==> config.mk <==
export PLATFORM = sky130hd
export DESIGN_NAME = dfal_alert_top
export DESIGN_NICKNAME = d
export VERILOG_FILES = /design/src/logic/dfal_pkg.sv /design/src/logic/dfal_alert_top.sv /design/src/logic/dfal_secded.sv
export VERILOG_INCLUDE_DIRS = /design/src /design/src/logic
export SDC_FILE = /design/constraint.sdc
export NUM_CORES = 1
export LEC_CHECK = 0
export BUFFER_PORTS_ARGS = -buffer_cell sky130_fd_sc_hd__buf_4
export CORE_MARGIN = 10
export CORE_UTILIZATION = 45
export DETAILED_ROUTE_END_ITERATION = 16
export GPL_TIMING_DRIVEN = 0
export HOLD_SLACK_MARGIN = 0.06
export MAX_ROUTING_LAYER = met4
export PLACE_DENSITY = 0.7
export REMOVE_ABC_BUFFERS = 1
export SETUP_SLACK_MARGIN = 0.5
export SLEW_MARGIN = 10
export SYNTH_ARGS = -nofsm -noshare
export SYNTH_HDL_FRONTEND = slang
export SYNTH_SLANG_ARGS = --single-unit
==> constraint.sdc <==
create_clock -name ref_clk -period 1.9 [get_ports ref_clk]
set_input_delay 0.19 -clock ref_clk [delete_from_list [all_inputs] [get_ports ref_clk]]
set_output_delay 0.19 -clock ref_clk [all_outputs]
set_load 0.01 [all_outputs]
==> src/logic/dfal_map.svh <==
/*
  Constants of the diagnostic flag and alert block: flag positions,
  reset values and timing counts.
  Assumes it is included by bare name from the package and the modules.
*/
`ifndef DFAL_MAP_SVH
`define DFAL_MAP_SVH

// Number of diagnostic flags and their bit positions.
`define DFAL_NFLAGS     14
`define DFAL_F_OVP      0
`define DFAL_F_UVP      1
`define DFAL_F_DATA     2
`define DFAL_F_PROTO    3
`define DFAL_F_SH_DED   4
`define DFAL_F_SH_SED   5
`define DFAL_F_NVM_DED  6
`define DFAL_F_NVM_SED  7
`define DFAL_F_OSC_RNG  8
`define DFAL_F_OSC_STK  9
`define DFAL_F_INTERNAL_ANALOG_SUPPLY     10
`define DFAL_F_LOWAMP   11
`define DFAL_F_BUS      12
`define DFAL_F_WDOG     13

// Reset values.
`define DFAL_FLAGS_RST  14'h0000
`define DFAL_ADDR_RST   7'h00
`define DFAL_WD_RST     16'h0000
`define DFAL_OSC_RST    12'h000

// Field widths.
`define DFAL_WD_W       16
`define DFAL_OSC_W      12
`define DFAL_ADDR_W     7
`define DFAL_CW_W       13
`define DFAL_DW         8

// Oscillator gate time in ns, clock period in ns, and gate in cycles.
`define DFAL_GATE_NS    10000
`define DFAL_CLK_NS     40
`define DFAL_GATE_CYC   ((`DFAL_GATE_NS + `DFAL_CLK_NS - 1) / `DFAL_CLK_NS)

`endif

==> src/logic/dfal_pkg.sv <==
/*
  Types of the diagnostic flag and alert block.
  Assumes dfal_map.svh is on the include path.
*/
`include "dfal_map.svh"

package dfal_pkg;

  // Configuration written by the host through the serial port.
  typedef struct packed {
    logic [`DFAL_NFLAGS-1:0] irqEnable;   // Per-flag alert enable.
    logic                    hsDiagEn;    // Force outputs on alert.
    logic                    hsDiagHigh;  // Forced level is high.
    logic                    i2cIrqMode;  // Select pin acts as alert.
    logic                    incrMode;    // Incremental output mode.
    logic [`DFAL_ADDR_W-1:0] slaveAddr;   // Programmed slave address.
    logic [`DFAL_OSC_W-1:0]  oscLow;      // Lowest good frequency.
    logic [`DFAL_OSC_W-1:0]  oscHigh;     // Highest good frequency.
    logic                    writeLock;   // Makes access read-only.
  } dfal_cfg_s;

  // Raw fault levels from the analog checks, asynchronous.
  typedef struct packed {
    logic ovp;          // Supply above nominal plus 10 percent.
    logic uvp;          // Supply below nominal minus 10 percent.
    logic dataFail;     // Internal data access failure.
    logic busFail;      // Internal bus failure.
    logic vddaLow;      // Internal analog supply under limit.
    logic alertPinOv;   // Over-voltage on the select or alert pin.
    logic dataPinOv;    // Over-voltage on the serial data pin.
    logic lowAmp;       // Signal amplitude below minimum.
  } dfal_cond_s;

  // The four high-speed sine and cosine outputs.
  typedef struct packed {
    logic sinePos;
    logic sineNeg;
    logic cosinePos;
    logic cosineNeg;
  } dfal_hs_s;

  // Start-up phase: memory words checked, then normal run.
  typedef enum logic [1:0] {
    DFAL_ST_CHECK = 2'b01,
    DFAL_ST_RUN   = 2'b10
  } dfal_phase_e;

endpackage

==> src/logic/dfal_alert_top.sv <==
/*
  Diagnostic flag collection and alert generation: flag register,
  per-flag alert enables, alert pin, forced diagnostic state on the
  high-speed outputs, write lock, watchdog, oscillator monitor and
  error correction of shadow register and memory words.
  Assumes the serial protocol engine supplies configuration writes
  and transfer result strobes on ref_clk, and the analog checks give
  asynchronous fault levels.
*/
// Function
// RL1 - I2C interrupt mode turns select pin into alert
// RL2 - Slave address is programmable
// RL3 - Host gives each shared device its own address
// RL4 - Write lock makes all further writes rejected
// RL5 - Each check sets its own readable flag
// RL6 - Each flag has its own alert enable
// RL7 - Alert can force high-speed outputs to diagnostic state
// RL8 - Output forcing has enable and low/high choice
// RL9 - Static flags clear only on power-on reset
// RL10 - Temporary flags clear when cause goes away
// RL11 - Continuous flags always, start-up flags once
// RL12 - Supply over/under-voltage flags, temporary, continuous
// RL13 - Failed serial transfer raises protocol flag
// RL14 - Shadow double-bit error sets static flag
// RL15 - Shadow single-bit error flagged and corrected
// RL16 - Memory double-bit error at start-up, static
// RL17 - Memory single-bit error at start-up, corrected
// RL18 - Oscillator frequency outside programmed range flagged
// RL19 - Stopped oscillator raises separate flag
// RL20 - Analog supply low or pin over-voltage shared flag
// RL21 - Low amplitude flagged in incremental mode
// RL22 - Watchdog expiry flags and restarts; zero stops
// RL23 - Alert pin low while enabled flag is set
`include "dfal_map.svh"

module dfal_alert_top (
  input  wire logic                     ref_clk,
  input  wire logic                     resetn,
  input  wire logic                     cfgWrite,
  input  wire dfal_pkg::dfal_cfg_s      cfgData,
  input  wire logic                     wdWrite,
  input  wire logic [`DFAL_WD_W-1:0]    wdValue,
  input  wire dfal_pkg::dfal_cond_s     condAsync,
  input  wire logic                     protoDone,
  input  wire logic                     protoFail,
  input  wire logic                     shadowValid,
  input  wire logic [`DFAL_CW_W-1:0]    shadowWord,
  input  wire logic                     nvmValid,
  input  wire logic [`DFAL_CW_W-1:0]    nvmWord,
  input  wire logic                     nvmDone,
  input  wire logic                     txOscDiv,
  input  wire logic                     selectPinIn,
  input  wire dfal_pkg::dfal_hs_s       hsIn,
  output dfal_pkg::dfal_hs_s            hsOut,
  output logic [`DFAL_NFLAGS-1:0]       flags,
  output logic                          alertPinOut,
  output logic                          alertPinOe,
  output logic [`DFAL_ADDR_W-1:0]       slaveAddr,
  output logic                          writeLocked,
  output logic                          writeRejected,
  output logic [`DFAL_OSC_W-1:0]        oscFreq,
  output logic                          startupDone,
  output logic                          shadowDataValid,
  output logic [`DFAL_DW-1:0]           shadowData,
  output logic                          nvmDataValid,
  output logic [`DFAL_DW-1:0]           nvmData
);
  import dfal_pkg::*;

  // Gate length in cycles; a parameter so a bench may pick another.
  parameter int GATE_CYC = `DFAL_GATE_CYC;

  // Static flags are sticky until reset; the rest follow their cause, the memory single-error flag only during start-up.
  localparam logic [`DFAL_NFLAGS-1:0] STATIC_MASK =
    (14'h0001 << `DFAL_F_SH_DED) |
    (14'h0001 << `DFAL_F_NVM_DED) |
    (14'h0001 << `DFAL_F_WDOG);

  dfal_cfg_s   cfg_reg;          // Active configuration.
  dfal_phase_e phase_reg;        // Start-up check or normal run.
  dfal_cond_s  condMeta_reg;     // First synchroniser stage.
  dfal_cond_s  cond_reg;         // Synchronised fault levels.
  logic [2:0]  oscSync_reg;      // Oscillator sampler and edge stage.
  logic [1:0]  selSync_reg;      // Select pin synchroniser.
  logic [`DFAL_NFLAGS-1:0] flags_next;
  logic        protoErr_reg;     // Last transfer failed.
  logic        shSed_reg;        // Last shadow word had one bad bit.
  logic        nvmSed_reg;       // Last memory word had one bad bit.
  logic [`DFAL_WD_W-1:0] wdLoad_reg;  // Watchdog reload value.
  logic [`DFAL_WD_W-1:0] wdCount_reg; // Watchdog down counter.
  logic        wdExpire;         // One-cycle watchdog expiry.
  logic [15:0] gate_reg;         // Gate time counter.
  logic [`DFAL_OSC_W-1:0] edgeCount_reg; // Edges within the gate.
  logic        gateEnd;          // Gate closes this cycle.
  logic        oscEdge;          // Rising edge of the oscillator.
  logic        oscOut_reg;       // Measured value out of range.
  logic        oscStuck_reg;     // No edge during the last gate.
  logic        alertNow;         // Some enabled flag is set.
  logic        shSed;
  logic        shDed;
  logic        nvmSed;
  logic        nvmDed;

  // Shadow register bank words are checked all the time.
  dfal_secded u_shadow_ecc (
    .ref_clk   (ref_clk),
    .resetn    (resetn),
    .wordValid (shadowValid),
    .codeWord  (shadowWord),
    .dataValid (shadowDataValid),
    .dataOut   (shadowData),
    .singleErr (shSed),
    .doubleErr (shDed)
  );

  // Memory words are only checked while start-up reads them.
  dfal_secded u_nvm_ecc (
    .ref_clk   (ref_clk),
    .resetn    (resetn),
    .wordValid (nvmValid && (phase_reg == DFAL_ST_CHECK)),
    .codeWord  (nvmWord),
    .dataValid (nvmDataValid),
    .dataOut   (nvmData),
    .singleErr (nvmSed),
    .doubleErr (nvmDed)
  );

  // Two-stage synchronisers for everything that arrives from pins.
  // Logic never reads the first stage.
  always_ff @(posedge ref_clk or negedge resetn) begin
    if (!resetn) begin
      condMeta_reg <= '0;
      cond_reg     <= '0;
      oscSync_reg  <= 3'h0;
      selSync_reg  <= 2'h0;
    end else begin
      condMeta_reg <= condAsync;
      cond_reg     <= condMeta_reg;
      oscSync_reg  <= {oscSync_reg[1:0], txOscDiv};
      selSync_reg  <= {selSync_reg[0], selectPinIn};
    end
  end

  // Configuration writes. Once the lock bit is in, every later write
  // is refused and reported; only reset unlocks.
  always_ff @(posedge ref_clk or negedge resetn) begin
    if (!resetn) begin
      cfg_reg       <= '0;
      writeRejected <= 1'b0;
    end else begin
      writeRejected <= 1'b0;
      if (cfgWrite || wdWrite) begin
        if (cfg_reg.writeLock) begin
          writeRejected <= 1'b1;                       // [RL4]
        end else if (cfgWrite) begin
          cfg_reg <= cfgData;
        end
      end
    end
  end

  // Start-up phase: memory words are checked until the loader reports
  // the last one; afterwards the memory flags are frozen.
  always_ff @(posedge ref_clk or negedge resetn) begin
    if (!resetn) begin
      phase_reg <= DFAL_ST_CHECK;
    end else begin
      case (phase_reg)
        DFAL_ST_CHECK: begin
          if (nvmDone) begin
            phase_reg <= DFAL_ST_RUN;                  // [RL11]
          end
        end
        DFAL_ST_RUN: begin
          phase_reg <= DFAL_ST_RUN;
        end
        default: begin
          phase_reg <= DFAL_ST_CHECK;
        end
      endcase
    end
  end

  // Event-type temporary causes. A failure sets the cause and a clean
  // result clears it; a failure in the same cycle wins.
  always_ff @(posedge ref_clk or negedge resetn) begin
    if (!resetn) begin
      protoErr_reg <= 1'b0;
      shSed_reg    <= 1'b0;
      nvmSed_reg   <= 1'b0;
    end else begin
      if (protoFail) begin
        protoErr_reg <= 1'b1;                          // [RL13]
      end else if (protoDone) begin
        protoErr_reg <= 1'b0;                          // [RL10]
      end
      if (shadowDataValid) begin
        shSed_reg <= shSed;                            // [RL15]
      end
      if (nvmDataValid) begin
        nvmSed_reg <= nvmSed;                          // [RL17]
      end
    end
  end

  // Watchdog: a nonzero write loads and starts it, zero stops it.
  // Each expiry raises a one-cycle event and reloads.
  assign wdExpire = (wdCount_reg == 16'h0001);

  always_ff @(posedge ref_clk or negedge resetn) begin
    if (!resetn) begin
      wdLoad_reg  <= `DFAL_WD_RST;
      wdCount_reg <= `DFAL_WD_RST;
    end else begin
      if (wdWrite && !cfg_reg.writeLock) begin
        wdLoad_reg  <= wdValue;
        wdCount_reg <= wdValue;                        // [RL22]
      end else if (wdExpire) begin
        wdCount_reg <= wdLoad_reg;                     // [RL22]
      end else if (wdCount_reg != `DFAL_WD_RST) begin
        wdCount_reg <= wdCount_reg - 16'h0001;
      end
    end
  end

  // Oscillator monitor: rising edges of the divided transmitter
  // oscillator are counted over a fixed gate. The count is the
  // frequency value; an empty gate means the oscillator stopped.
  // A gate of GATE_CYC cycles resolves the frequency only to one
  // edge, which is enough for a coarse window alarm.
  assign oscEdge = oscSync_reg[1] && !oscSync_reg[2];
  assign gateEnd = (gate_reg == 16'(GATE_CYC - 1));

  always_ff @(posedge ref_clk or negedge resetn) begin
    if (!resetn) begin
      gate_reg      <= 16'h0000;
      edgeCount_reg <= `DFAL_OSC_RST;
      oscFreq       <= `DFAL_OSC_RST;
      oscOut_reg    <= 1'b0;
      oscStuck_reg  <= 1'b0;
    end else begin
      if (gateEnd) begin
        gate_reg      <= 16'h0000;
        edgeCount_reg <= `DFAL_OSC_RST;
        oscFreq       <= edgeCount_reg;
        oscOut_reg    <= (edgeCount_reg < cfg_reg.oscLow) ||
                         (edgeCount_reg > cfg_reg.oscHigh); // [RL18]
        oscStuck_reg  <= (edgeCount_reg == `DFAL_OSC_RST);  // [RL19]
      end else begin
        gate_reg <= gate_reg + 16'h0001;
        if (oscEdge && (edgeCount_reg != {`DFAL_OSC_W{1'b1}})) begin
          edgeCount_reg <= edgeCount_reg + 12'h001;
        end
      end
    end
  end

  // Next flag value: each check drives its own bit, except the analog supply
  // and both pin over-voltage checks, which share one. Start-up flags
  // only move while the memory is being checked.
  always_comb begin
    flags_next = flags & STATIC_MASK;
    flags_next[`DFAL_F_OVP]     = cond_reg.ovp;            // [RL12]
    flags_next[`DFAL_F_UVP]     = cond_reg.uvp;            // [RL12]
    flags_next[`DFAL_F_DATA]    = cond_reg.dataFail;       // [RL5]
    flags_next[`DFAL_F_PROTO]   = protoErr_reg || protoFail; // [RL13]
    flags_next[`DFAL_F_SH_SED]  = shSed_reg;               // [RL15]
    flags_next[`DFAL_F_NVM_SED] = flags[`DFAL_F_NVM_SED];
    if (phase_reg == DFAL_ST_CHECK) begin
      flags_next[`DFAL_F_NVM_SED] = nvmSed_reg;            // [RL17]
    end
    flags_next[`DFAL_F_OSC_RNG] = oscOut_reg;              // [RL18]
    flags_next[`DFAL_F_OSC_STK] = oscStuck_reg;            // [RL19]
    flags_next[`DFAL_F_INTERNAL_ANALOG_SUPPLY]    = cond_reg.vddaLow ||
                                  cond_reg.alertPinOv ||
                                  cond_reg.dataPinOv;      // [RL20]
    flags_next[`DFAL_F_LOWAMP]  = cond_reg.lowAmp &&
                                  cfg_reg.incrMode;        // [RL21]
    flags_next[`DFAL_F_BUS]     = cond_reg.busFail;        // [RL5]
    // Static flags: set by their event, never cleared here.
    if (shDed) begin
      flags_next[`DFAL_F_SH_DED] = 1'b1;                   // [RL14]
    end
    if (nvmDed) begin
      flags_next[`DFAL_F_NVM_DED] = 1'b1;                  // [RL16]
    end
    if (wdExpire) begin
      flags_next[`DFAL_F_WDOG] = 1'b1;                     // [RL22]
    end
  end

  // Flag register. Reset is the only thing that clears static flags.
  always_ff @(posedge ref_clk or negedge resetn) begin
    if (!resetn) begin
      flags <= `DFAL_FLAGS_RST;                            // [RL9]
    end else begin
      flags <= flags_next;                                 // [RL10]
    end
  end

  // Alert condition from the enabled flags only.
  assign alertNow = |(flags_next & cfg_reg.irqEnable);     // [RL6]

  // Alert pin: open drain, pulled low while an enabled flag is set.
  // Outside interrupt mode the pin is an address select input and
  // stays released.
  always_ff @(posedge ref_clk or negedge resetn) begin
    if (!resetn) begin
      alertPinOut <= 1'b1;
      alertPinOe  <= 1'b1;
    end else begin
      alertPinOut <= !(cfg_reg.i2cIrqMode && alertNow);
      alertPinOe  <= !(cfg_reg.i2cIrqMode && alertNow);    // [RL1] [RL23]
    end
  end

  // Slave address: programmed, with the low bit taken from the select
  // pin when the pin is used for address selection.
  always_ff @(posedge ref_clk or negedge resetn) begin
    if (!resetn) begin
      slaveAddr <= `DFAL_ADDR_RST;
    end else if (cfg_reg.i2cIrqMode) begin
      slaveAddr <= cfg_reg.slaveAddr;                      // [RL2]
    end else begin
      slaveAddr <= {cfg_reg.slaveAddr[`DFAL_ADDR_W-1:1],
                    selSync_reg[1]};                       // [RL2]
    end
  end

  // High-speed outputs: pass the position signals, or force all four
  // to the chosen level while an alert is active and forcing is on.
  always_ff @(posedge ref_clk or negedge resetn) begin
    if (!resetn) begin
      hsOut <= '0;
    end else if (cfg_reg.hsDiagEn && alertNow) begin
      hsOut <= {4{cfg_reg.hsDiagHigh}};                    // [RL7] [RL8]
    end else begin
      hsOut <= hsIn;
    end
  end

  // Status outputs.
  always_ff @(posedge ref_clk or negedge resetn) begin
    if (!resetn) begin
      writeLocked <= 1'b0;
      startupDone <= 1'b0;
    end else begin
      writeLocked <= cfg_reg.writeLock;                    // [RL4]
      startupDone <= (phase_reg == DFAL_ST_RUN);
    end
  end

endmodule

==> src/logic/dfal_secded.sv <==
/*
  Single-error-correcting, double-error-detecting decoder for one
  8-bit word held in a 13-bit code word (bit 0 overall parity, bits
  1..12 a Hamming code with check bits at 1, 2, 4 and 8).
  Assumes code words arrive on ref_clk with a one-cycle valid strobe.
*/
`include "dfal_map.svh"

module dfal_secded (
  input  wire logic                   ref_clk,
  input  wire logic                   resetn,
  input  wire logic                   wordValid,
  input  wire logic [`DFAL_CW_W-1:0]  codeWord,
  output logic                        dataValid,
  output logic      [`DFAL_DW-1:0]    dataOut,
  output logic                        singleErr,
  output logic                        doubleErr
);
  import dfal_pkg::*;

  // Syndrome of the Hamming part: XOR of the positions of set bits.
  function automatic logic [3:0] syndrome(input logic [12:0] cw);
    logic [3:0] s;
    s = 4'h0;
    for (int i = 1; i < 13; i++) begin
      if (cw[i]) begin
        s = s ^ 4'(i);
      end
    end
    return s;
  endfunction

  logic [3:0]  syn;       // Position of a single flipped bit.
  logic        parOdd;    // Overall parity broken.
  logic [12:0] fixedWord; // Code word after correction.

  // Decode: odd parity means one error, correctable; even parity with
  // a nonzero syndrome means two errors, which cannot be repaired.
  always_comb begin
    syn       = syndrome(codeWord);
    parOdd    = ^codeWord;
    fixedWord = codeWord;
    if (parOdd && (syn != 4'h0) && (syn < 4'hd)) begin
      fixedWord[syn] = ~codeWord[syn];
    end
  end

  // Register the corrected data and the error strobes together.
  always_ff @(posedge ref_clk or negedge resetn) begin
    if (!resetn) begin
      dataValid <= 1'b0;
      dataOut   <= 8'h00;
      singleErr <= 1'b0;
      doubleErr <= 1'b0;
    end else begin
      dataValid <= wordValid;
      dataOut   <= {fixedWord[12:9], fixedWord[7:5], fixedWord[3]};
      singleErr <= wordValid && parOdd;
      doubleErr <= wordValid && !parOdd && (syn != 4'h0);
    end
  end

endmodule

==> metrics.txt, run 1 <==
hold crit path type primary input to flop; Cells after Synth 830; Slew Limit Headroom 0.515; area share of the largest cell type after synthesis 0.544; number of nets in the finished design 1366; data arrival time at the worst-slack endpoint 2580 ps; Hold Fails Final Rpt 0; max-cap violations 0; overall die area 26400 sq um; residual DRC count 0; count of cell types in the netlist 61; most used flip-flop cell after synthesis sky130_fd_sc_hd__dfrtp_1; Iter 0 DRT Violations 493; worst flop-to-flop path endpoint hsOut[0]; number of flops mapped to enable cells by yosys 0; overall power after layout 0.0150 W; worst setup skew after layout 9.25 ps; vias in the first global route 8078; final clock period utilization by the worst path 1.16; width of the chip 163 um; layout filler cell count 1157; Worst Tran Pin Value 721 ps; share of cells above drive strength 1 0.458; wire length per cell after detailed routing 20.7 um; post-CTS clock slew at the launch and capture registers of the worst setup and hold paths 60 ps; max reg flops 50; Power per Cell Area 992 nW/um^2; capture point of the critical path hsOut[0]; top cells by count, synth 199 x sky130_fd_sc_hd__dfrtp_1, 119 x sky130_fd_sc_hd__nand2_1, 56 x sky130_fd_sc_hd__mux2_2, 47 x sky130_fd_sc_hd__nor2_1, 45 x sky130_fd_sc_hd__xnor2_1; Avg Synthesized Cell Area 11.0 sq um; most instantiated library cell after synthesis sky130_fd_sc_hd__dfrtp_1; Pleak 7.05 nW; routability cong. 0.847; initial antenna violation count 2; detail-routed via count per cell 5.37; unrepaired setup endpoints after global routing yes; post-synthesis instance area 9150 sq um; number of top-level design ports 175; CP Launch Type flop; ranking of synthesized cells by area sky130_fd_sc_hd__dfrtp_1 54%, sky130_fd_sc_hd__mux2_2 6.9%, sky130_fd_sc_hd__nand2_1 4.9%; total global routing track utilization 0.206; Register-to-Register Setup Slack -290 ps; kind of end point of the critical path flop; initial core utilization 0.455; Max Slew Vio Count 0; violations in the final reports negative setup slack; Clock Root Buffer sky130_fd_sc_hd__clkbuf_16; dpl hpwl 15.1 mm; highest clock frequency the design can meet 456 MHz; TritonCTS clock tree built; number of detailed-routing iterations run before antenna repair 4; clock sink count 201; share of synthesized area occupied by flip-flops and latches 0.550; number of buffers added by the clock tree synthesis step 23; Cell Rows 52; largest net degree at the start of global routing 105; crit path kind flop to flop; number of cells traversed by the worst hold path 3; launch point of the worst reg-to-reg path wdCount_reg[5]; largest area contributor in the synthesized netlist sky130_fd_sc_hd__dfrtp_1; GRT overflow 0; async set-or-reset flop fraction in the synthesized netlist 1.00; Worst Path Required 2280 ps; maximum vdd drop 814 uV; count of warnings emitted by yosys 0; total of flip-flops plus latches after synthesis 201; layout overhead on the synthesized area 64.9%; first element of the critical path wdCount_reg[5]; port bufs 174; Max Fanout on Critical Path 5; Register-to-Register Path Depth 9; antenna-violating nets left 0; area inside the core boundary 20100 sq um; time the worst path needs with I/O delays and setup 2190 ps; Clock Latency Late Sink 500 ps; wire length of the first global-routing pass 43.1 mm; setup ws final -295 ps; result of the run finished with violations; H-tree levels 1; Bufs on Longest Clock Path 3; wire length after detailed routing 31.3 mm; total of endpoints with negative setup slack in the final report 29; Vert. Die Dim 163 um; routed vias 8087; accumulated negative setup slack -4430 ps
cell usage in the layout, fill, tap and decap left out, types with 13 or more instances in the layout:
master / count
sky130_fd_sc_hd__nor2_2: 14
sky130_fd_sc_hd__nor2_1: 25
sky130_fd_sc_hd__mux2_2: 13
sky130_fd_sc_hd__xor2_1: 23
sky130_fd_sc_hd__a21oi_1: 20
sky130_fd_sc_hd__nand2_4: 14
sky130_fd_sc_hd__dfrtp_1: 188
sky130_fd_sc_hd__buf_4: 227
sky130_fd_sc_hd__nand2_1: 89
sky130_fd_sc_hd__xnor2_2: 17
sky130_fd_sc_hd__buf_12: 13
sky130_fd_sc_hd__mux2_4: 43
sky130_fd_sc_hd__inv_1: 38
sky130_fd_sc_hd__ha_1: 24
sky130_fd_sc_hd__clkbuf_16: 26
sky130_fd_sc_hd__buf_6: 25
sky130_fd_sc_hd__dlygate4sd3_1: 104
sky130_fd_sc_hd__nand2_2: 17
sky130_fd_sc_hd__o21ai_1: 16
sky130_fd_sc_hd__o211ai_1: 18
sky130_fd_sc_hd__xnor2_1: 26
sky130_fd_sc_hd__o21ai_2: 16
worst min path at each step:
stage                    from                 endpoint  slack (ps)
2_1_floorplan          resetn               cfg_reg[0]        -110
3_3_place_gp     condAsync[3]          condMeta_reg[3]         300
3_5_place_dp           resetn              cfg_reg[19]         280
4_1_cts        shadowWord[12]   u_shadow_ecc.doubleErr          90
5_1_grt        shadowWord[12]  u_shadow_ecc.dataOut[5]         110
6_report       shadowWord[12]  u_shadow_ecc.dataOut[5]         130
kinds of logic (layout without fill, tap and decap cells):
kind of cell | count (synthesis) | count (layout) | synth area share
xor+xnor | 81 | 81 | 0.0826
simple gates | 266 | 274 | 0.137
other cells | 0 | 2 | 0
mux | 60 | 60 | 0.0733
flops | 201 | 201 | 0.550
compound gates | 122 | 122 | 0.0836
fa+ha+maj | 32 | 32 | 0.0435
buf+inv | 68 | 465 | 0.0295
layout make-up:
cell class                 instances  area, sq um  share of cell area
clock inverter                     7         85.1             0.00564
inverter                          41          154              0.0102
tap                              270          338              0.0224
antenna                            2         5.00            0.000332
clock buffer                      33          673              0.0446
timing repair buffer             384         3620               0.240
multi-input combinational        569         5160               0.342
sequential                       201         5050               0.335
critical path, stage by stage (launching register included):
cell and delay, ps:
sky130_fd_sc_hd__dfrtp_1 390, sky130_fd_sc_hd__or4_4 570, sky130_fd_sc_hd__nor4_4 170, sky130_fd_sc_hd__buf_6 170
sky130_fd_sc_hd__nand4_4 110, sky130_fd_sc_hd__nand2b_4 130, sky130_fd_sc_hd__nand2_4 70, sky130_fd_sc_hd__nand3_4 100
sky130_fd_sc_hd__nand2_4 80, sky130_fd_sc_hd__mux2_2 270
report_power, final:
part / switching, W / internal [W]
clock: 0.00176 / 0.00272
combinational: 0.00230 / 0.00240
sequential: 0.000693 / 0.00510
routing by layer:
metal	share of wire	vias to the layer above	GRT usage
met2	0.51	351	0.335
met1	0.39	4000	0.253
li1	-	3642	-
met3	0.069	94	0.0450
met4	0.034	0	0.0619
met5	0	-	-
through the flow:
stage	cells	setup slack (ps)	utilization	hold WS (ps)	area [sq um]
2_1_floorplan	803	-1530	-	-106	9030
4_1_cts	1454	-379	0.695	89.8	14000
6_report	1507	-295	0.750	130	15100
3_5_place_dp	1250	-1120	0.536	280	10800
3_3_place_gp	1247	-3250	0.531	300	10700
5_1_grt	1507	-348	0.750	112	15100
repair_timing:
action | 4_1_cts | 5_1_grt
setup endpoints to repair | 139 | 230
resized for setup | 206 | 148
hold buffers | 104 | 0
endpoints found under the hold margin | 220 | 0
pin swaps | 71 | 65
cloned | 8 | 6
buffers inserted | 52 | 45
Power figures use the tool's default switching activity.
==> run 2, diff against run 1 <==
--- a/config.mk
+++ b/config.mk
@@ -7,16 +7,18 @@
 export NUM_CORES = 1
 export LEC_CHECK = 0
 export BUFFER_PORTS_ARGS = -buffer_cell sky130_fd_sc_hd__buf_4
+export CELL_PAD_IN_SITES_DETAIL_PLACEMENT = 1
+export CELL_PAD_IN_SITES_GLOBAL_PLACEMENT = 2
 export CORE_MARGIN = 10
-export CORE_UTILIZATION = 45
+export CORE_UTILIZATION = 33
+export CTS_BUF_LIST = sky130_fd_sc_hd__clkbuf_8
 export DETAILED_ROUTE_END_ITERATION = 16
 export GPL_TIMING_DRIVEN = 0
 export HOLD_SLACK_MARGIN = 0.06
 export MAX_ROUTING_LAYER = met4
-export PLACE_DENSITY = 0.7
+export PLACE_DENSITY = 0.78
 export REMOVE_ABC_BUFFERS = 1
 export SETUP_SLACK_MARGIN = 0.5
-export SLEW_MARGIN = 10
 export SYNTH_ARGS = -nofsm -noshare
 export SYNTH_HDL_FRONTEND = slang
 export SYNTH_SLANG_ARGS = --single-unit
==> run 2 against run 1 <==
Effect of this change: the run still ends with negative setup slack left; wire length increased by 7.8%; sequential cell count did not move; setup slack worse by 12 ps; die area is 32% higher; clock skew rose by 2.5 ps.
==> metrics.txt, run 2 (synthesis results as in run 1) <==
crit path kind flop to flop; Register-to-Register Path Depth 9; end point of the most critical hold path u_shadow_ecc.dataOut[5]; crit path buf inv count 1; detail-routed via count per cell 4.89; overall die area 34800 sq um; Slew Limit Headroom 0.589; overall power after layout 0.0145 W; number of cells traversed by the worst hold path 3; worst-path cell with the longest stage delay sky130_fd_sc_hd__or4_4; unrepaired setup endpoints after global routing yes; largest net degree at the start of global routing 117; share of cells above drive strength 1 0.432; Max Slew Vio Count 0; result of the run finished with violations; worst flop-to-flop path endpoint hsOut[1]; antenna-violating nets left 0; layout overhead on the synthesized area 63.7%; area inside the core boundary 27100 sq um; Clock Latency Late Sink 530 ps; data arrival time at the worst-slack endpoint 2620 ps; GRT overflow 0; worst setup skew after layout 11.7 ps; width of the chip 186 um; violations in the final reports negative setup slack; routability cong. 0.792; CP Launch Type flop; H-tree levels 2; Max Fanout on Critical Path 4; vias in the first global route 8643; final clock period utilization by the worst path 1.16; max reg flops 50; number of top-level design ports 175; Vert. Die Dim 186 um; Worst path max stage delay 560 ps; initial core utilization 0.338; launch point of the worst reg-to-reg path wdCount_reg[6]; residual DRC count 0; most common library cell in the layout ignoring fill and taps sky130_fd_sc_hd__buf_4; cells traversed along the worst timing path or4_4 > nor4_4 > buf_4 > nand4_4 > nand2b_4 > nand2_4 > nand3_4 > nand2_4 > mux2_4; Most common cell on crit path sky130_fd_sc_hd__nand2_4; number of buffers added by the clock tree synthesis step 39; post-CTS clock slew at the launch and capture registers of the worst setup and hold paths 60 ps; max-cap violations 0; wire length per cell after detailed routing 20.7 um; routed vias 7966; Worst Tran Pin Value 616 ps; total of endpoints with negative setup slack in the final report 28; TritonCTS clock tree built; highest clock frequency the design can meet 453 MHz; number of detailed-routing iterations run before antenna repair 7; wire length of the first global-routing pass 48.5 mm; Worst Path Required 2310 ps; kind of cell adding the most delay to the critical path simple AND/OR/NAND/NOR gates; Pleak 6.88 nW; worst hold path startpoint shadowWord[12]; clock sink count 201; Register-to-Register Setup Slack -310 ps; hold crit path type primary input to flop; Power per Cell Area 970 nW/um^2; Hold Fails Final Rpt 0; Bufs on Longest Clock Path 3; Cell Rows 60; final worst hold slack 104 ps; wire length after detailed routing 33.7 mm; Iter 0 DRT Violations 342; Clock Root Buffer sky130_fd_sc_hd__clkbuf_8; total global routing track utilization 0.175; commonest non-fill, non-tap cells in the layout 217 x sky130_fd_sc_hd__buf_4, 188 x sky130_fd_sc_hd__dfrtp_1, 106 x sky130_fd_sc_hd__nand2_1; time the worst path needs with I/O delays and setup 2210 ps; port bufs 174; number of nets in the finished design 1374; initial antenna violation count 1; dpl hpwl 17.3 mm; maximum vdd drop 502 uV; setup ws final -307 ps; kind of end point of the critical path flop
==> run 2: changes by cell type in the layout (fill, tap and decap cells not counted), sizes merged <==
cell,delta
nand4,-1
inv,+17
clkinv,+1
nand2b,-2
clkbuf,+17
diode,-1
buf,-9
nor2b,+1
bufinv,-2
==> run 2: area by class of cell <==
type                       instances  area, sq um
tap                              372          465
multi-input combinational        567         4980
clock inverter                    23         93.8
antenna                            1         2.50
sequential                       201         5050
clock buffer                      47          647
fill                            2782        12100
timing repair buffer             378         3580
inverter                          41          154
==> run 2: how the worst max path moves through the flow <==
stage	startpoint	to	slack (ps)	depth (start not counted)
5_1_grt	wdCount_reg[6]	wdCount_reg[7]	-380	8
6_report	wdCount_reg[6]	hsOut[1]	-310	9
3_5_place_dp	wdCount_reg[6]	wdCount_reg[0]	-1240	6
2_1_floorplan	cfg_reg[0]	cfg_reg[13]	-1530	2
3_3_place_gp	cfg_reg[0]	cfg_reg[24]	-3600	3
4_1_cts	wdCount_reg[7]	hsOut[1]	-460	9
==> run 2: metal layers <==
layer  routed length (um)  global-route usage  up-vias
li1                     -                   -     3669
met1                14400               0.217     4040
met2                17100               0.284      194
met3                 1430              0.0369       63
met4                  791              0.0490        0
met5                    0                   -        -
==> run 2: power by group <==
part           leakage [nW]  internal, W  total (W)  switching (W)
clock                 0.452      0.00223    0.00415        0.00192
sequential             2.45      0.00510    0.00577       0.000668
combinational          3.98      0.00233    0.00461        0.00228
==> run 2: worst register-to-register path: cells and delay by family, from the launching register on <==
| family | cells | cell delay, ps |
|---|---|---|
| AND/OR/NAND/NOR | 7 | 1180 |
| flip-flops | 1 | 400 |
| multiplexers | 1 | 310 |
| buffers and inverters | 1 | 190 |
==> run 2: repair_timing <==
action                                 in CTS  in global routing
setup buffers                              57                 30
gates resized for setup                   144                140
pin swaps                                  56                 73
endpoints found under the hold margin     208                  0
hold buffers                              104                  0
gates cloned                               10                  7
setup endpoints to repair                 143                235
==> run 2: metrics by stage <==
stage	setup WS (ps)	instance area, sq um	instances	util	TNS, ps
floorplan	-1530	9030	803	-	-81300
global placement	-3600	10800	1349	0.399	-385690
detailed placement	-1240	10900	1351	0.401	-33060
CTS	-458	14000	1592	0.515	-7660
global route	-383	15000	1630	0.552	-7970
finish	-307	15000	1630	0.552	-5110
==> run 3, diff against run 2 <==
--- a/config.mk
+++ b/config.mk
@@ -9,7 +9,7 @@
 export BUFFER_PORTS_ARGS = -buffer_cell sky130_fd_sc_hd__buf_4
 export CELL_PAD_IN_SITES_DETAIL_PLACEMENT = 1
 export CELL_PAD_IN_SITES_GLOBAL_PLACEMENT = 2
-export CORE_MARGIN = 10
+export CORE_MARGIN = 5
 export CORE_UTILIZATION = 33
 export CTS_BUF_LIST = sky130_fd_sc_hd__clkbuf_8
 export DETAILED_ROUTE_END_ITERATION = 16
==> run 3 against run 2 <==
Effect of this change: the flow still finishes with violations (negative setup slack); sequential share of layout area fell by 1.1 points; via count barely moved; sequential cell count did not move; clock skew rose by 16 ps.
==> metrics.txt, run 3 (synthesis results as in run 1) <==
post-route core utilization 0.562; Clock Root Buffer sky130_fd_sc_hd__clkbuf_8; number of detailed-routing iterations run before antenna repair 4; share of cells above drive strength 1 0.467; Clock Latency Late Sink 530 ps; residual DRC count 0; routed vias 7965; DP Worst Slack -1250 ps; initial antenna violation count 1; routability cong. 0.751; port bufs 174; Bufs on Longest Clock Path 3; number of buffers added by the clock tree synthesis step 38; total global routing track utilization 0.196; Pleak 7.22 nW; Worst Path Required 2310 ps; max-cap violations 0; Register-to-Register Setup Slack -260 ps; maximum vdd drop 410 uV; Iter 0 DRT Violations 358; Max Slew Vio Count 0; worst-path cell with the longest stage delay sky130_fd_sc_hd__or4_4; overall power after layout 0.0149 W; Register-to-Register Path Depth 9; worst setup skew after layout 28.0 ps; crit path kind flop to flop; layout filler cell count 2772; CP Launch Type flop; commonest non-fill, non-tap cells in the layout 214 x sky130_fd_sc_hd__buf_4, 188 x sky130_fd_sc_hd__dfrtp_1, 104 x sky130_fd_sc_hd__dlygate4sd3_1; wire length of the first global-routing pass 47.4 mm; Hold Fails Final Rpt 0; crit path buf inv count 1; Power per Cell Area 960 nW/um^2; largest net degree at the start of global routing 102; worst flop-to-flop path endpoint hsOut[3]; unrepaired setup endpoints after global routing yes; width of the chip 176 um; final clock period utilization by the worst path 1.14; kind of cell adding the most delay to the critical path simple AND/OR/NAND/NOR gates; Slew Limit Headroom 0.545; dpl hpwl 16.5 mm; clock sink count 201; most common library cell in the layout ignoring fill and taps sky130_fd_sc_hd__buf_4; detail-routed via count per cell 4.86; post-placement cell count 1358; area of combinational cells with multiple inputs 5320 sq um; Register Area 5050 sq um; internal power contribution 0.00996 W; combinational power share 0.328; data arrival time at the worst-slack endpoint 2570 ps; total of endpoints with negative setup slack in the final report 29; number of cells on the critical path 9; cells traversed along the worst timing path or4_4 > nor4_4 > buf_6 > nand4_4 > nand2b_4 > nand2_4 > nand3_4 > nand2_4 > mux2_4; max reg flops 50; hold crit path type primary input to flop; time the worst path needs with I/O delays and setup 2160 ps; vias in the first global route 8947; GRT overflow 0; violations in the final reports negative setup slack; capture point of the critical path hsOut[3]; layout overhead on the synthesized area 69.4%; Cell Rows 61; setup ws final -263 ps; TritonCTS clock tree built; post-CTS clock slew at the launch and capture registers of the worst setup and hold paths 60 ps; antenna-violating nets left 0; initial core utilization 0.332; wire length per cell after detailed routing 19.8 um; Vert. Die Dim 176 um; switching power 0.00492 W; Most common cell on crit path sky130_fd_sc_hd__nand2_4; first element of the critical path wdCount_reg[4]; number of top-level design ports 175; part of the power in registers 0.389; switching part of the total power 0.331; area inside the core boundary 27600 sq um; overall die area 31100 sq um; result of the run finished with violations; kind of end point of the critical path flop; accumulated negative setup slack -4500 ps; launch point of the worst reg-to-reg path wdCount_reg[4]; highest clock frequency the design can meet 462 MHz; Max Fanout on Critical Path 5; Worst path max stage delay 560 ps; number of standard cells in the layout, taps in and fillers out 1640; H-tree levels 2; wire length after detailed routing 32.5 mm; Worst Tran Pin Value 678 ps; number of nets in the finished design 1382; Clock Power Share 0.283
-- run 3: changes by cell type in the layout (fill, tap and decap cells not counted), sizes merged --
cell and delta:
buf +15, bufinv +1, clkbuf -6, clkinv -3, clkinvlp +1, inv -4, nand4 +1, nor2b -1
-- run 3: tightest hold or removal path: stages --
cell                       delay (ps)
sky130_fd_sc_hd__buf_4            160
sky130_fd_sc_hd__nand3b_1          90
sky130_fd_sc_hd__a32o_2           170
-- run 3: how the worst min path moves through the flow --
| stage | slack [ps] | endpoint | cells after the start | startpoint |
|---|---|---|---|---|
| 3_3_place_gp | 300 | condMeta_reg[0] | 1 | condAsync[0] |
| 4_1_cts | 70 | u_shadow_ecc.doubleErr | 4 | shadowWord[12] |
| 2_1_floorplan | -110 | cfg_reg[0] | 0 | resetn |
| 6_report | 110 | u_shadow_ecc.dataOut[5] | 3 | shadowWord[12] |
| 5_1_grt | 100 | u_shadow_ecc.dataOut[5] | 3 | shadowWord[12] |
| 3_5_place_dp | 300 | oscSync_reg[0] | 1 | txOscDiv |
-- run 3: layout make-up --
class                      instances  share of cell area
antenna                            1            0.000161
timing repair buffer             387               0.242
clock inverter                    18             0.00654
tap                              378              0.0305
inverter                          41             0.00993
clock buffer                      47              0.0417
multi-input combinational        567               0.343
sequential                       201               0.326
-- run 3: per-layer routing --
| layer | track usage | vias up | share of wire |
|---|---|---|---|
| li1 | - | 3686 | - |
| met4 | 0.0616 | 0 | 0.022 |
| met5 | - | - | 0 |
| met2 | 0.337 | 204 | 0.53 |
| met1 | 0.233 | 4025 | 0.40 |
| met3 | 0.0396 | 50 | 0.044 |
-- run 3: power by group through the flow --
stage / clock network [W] / registers, W / logic (W)
floorplan: 0 / 0.00566 / 0.00200
global placement: 0 / 0.00573 / 0.00305
detailed placement: 0 / 0.00576 / 0.00316
CTS: 0.00435 / 0.00571 / 0.00419
global route: 0.00457 / 0.00588 / 0.00532
finish: 0.00421 / 0.00578 / 0.00489
-- run 3: metrics by stage --
stage	hold slack, ps	instance area (sq um)
2_1_floorplan	-106	9030
3_3_place_gp	300	10800
3_5_place_dp	301	10900
4_1_cts	66.3	14500
5_1_grt	102	15500
6_report	113	15500
-- run 3: repair_timing --
| action | in CTS | in global routing |
|---|---|---|
| gates resized for setup | 256 | 145 |
| pin swaps | 83 | 62 |
| gates cloned | 14 | 0 |
| buffers inserted | 65 | 33 |
| setup endpoints to repair | 146 | 245 |
| hold buffers | 104 | 0 |
| hold endpoints to repair | 223 | 0 |
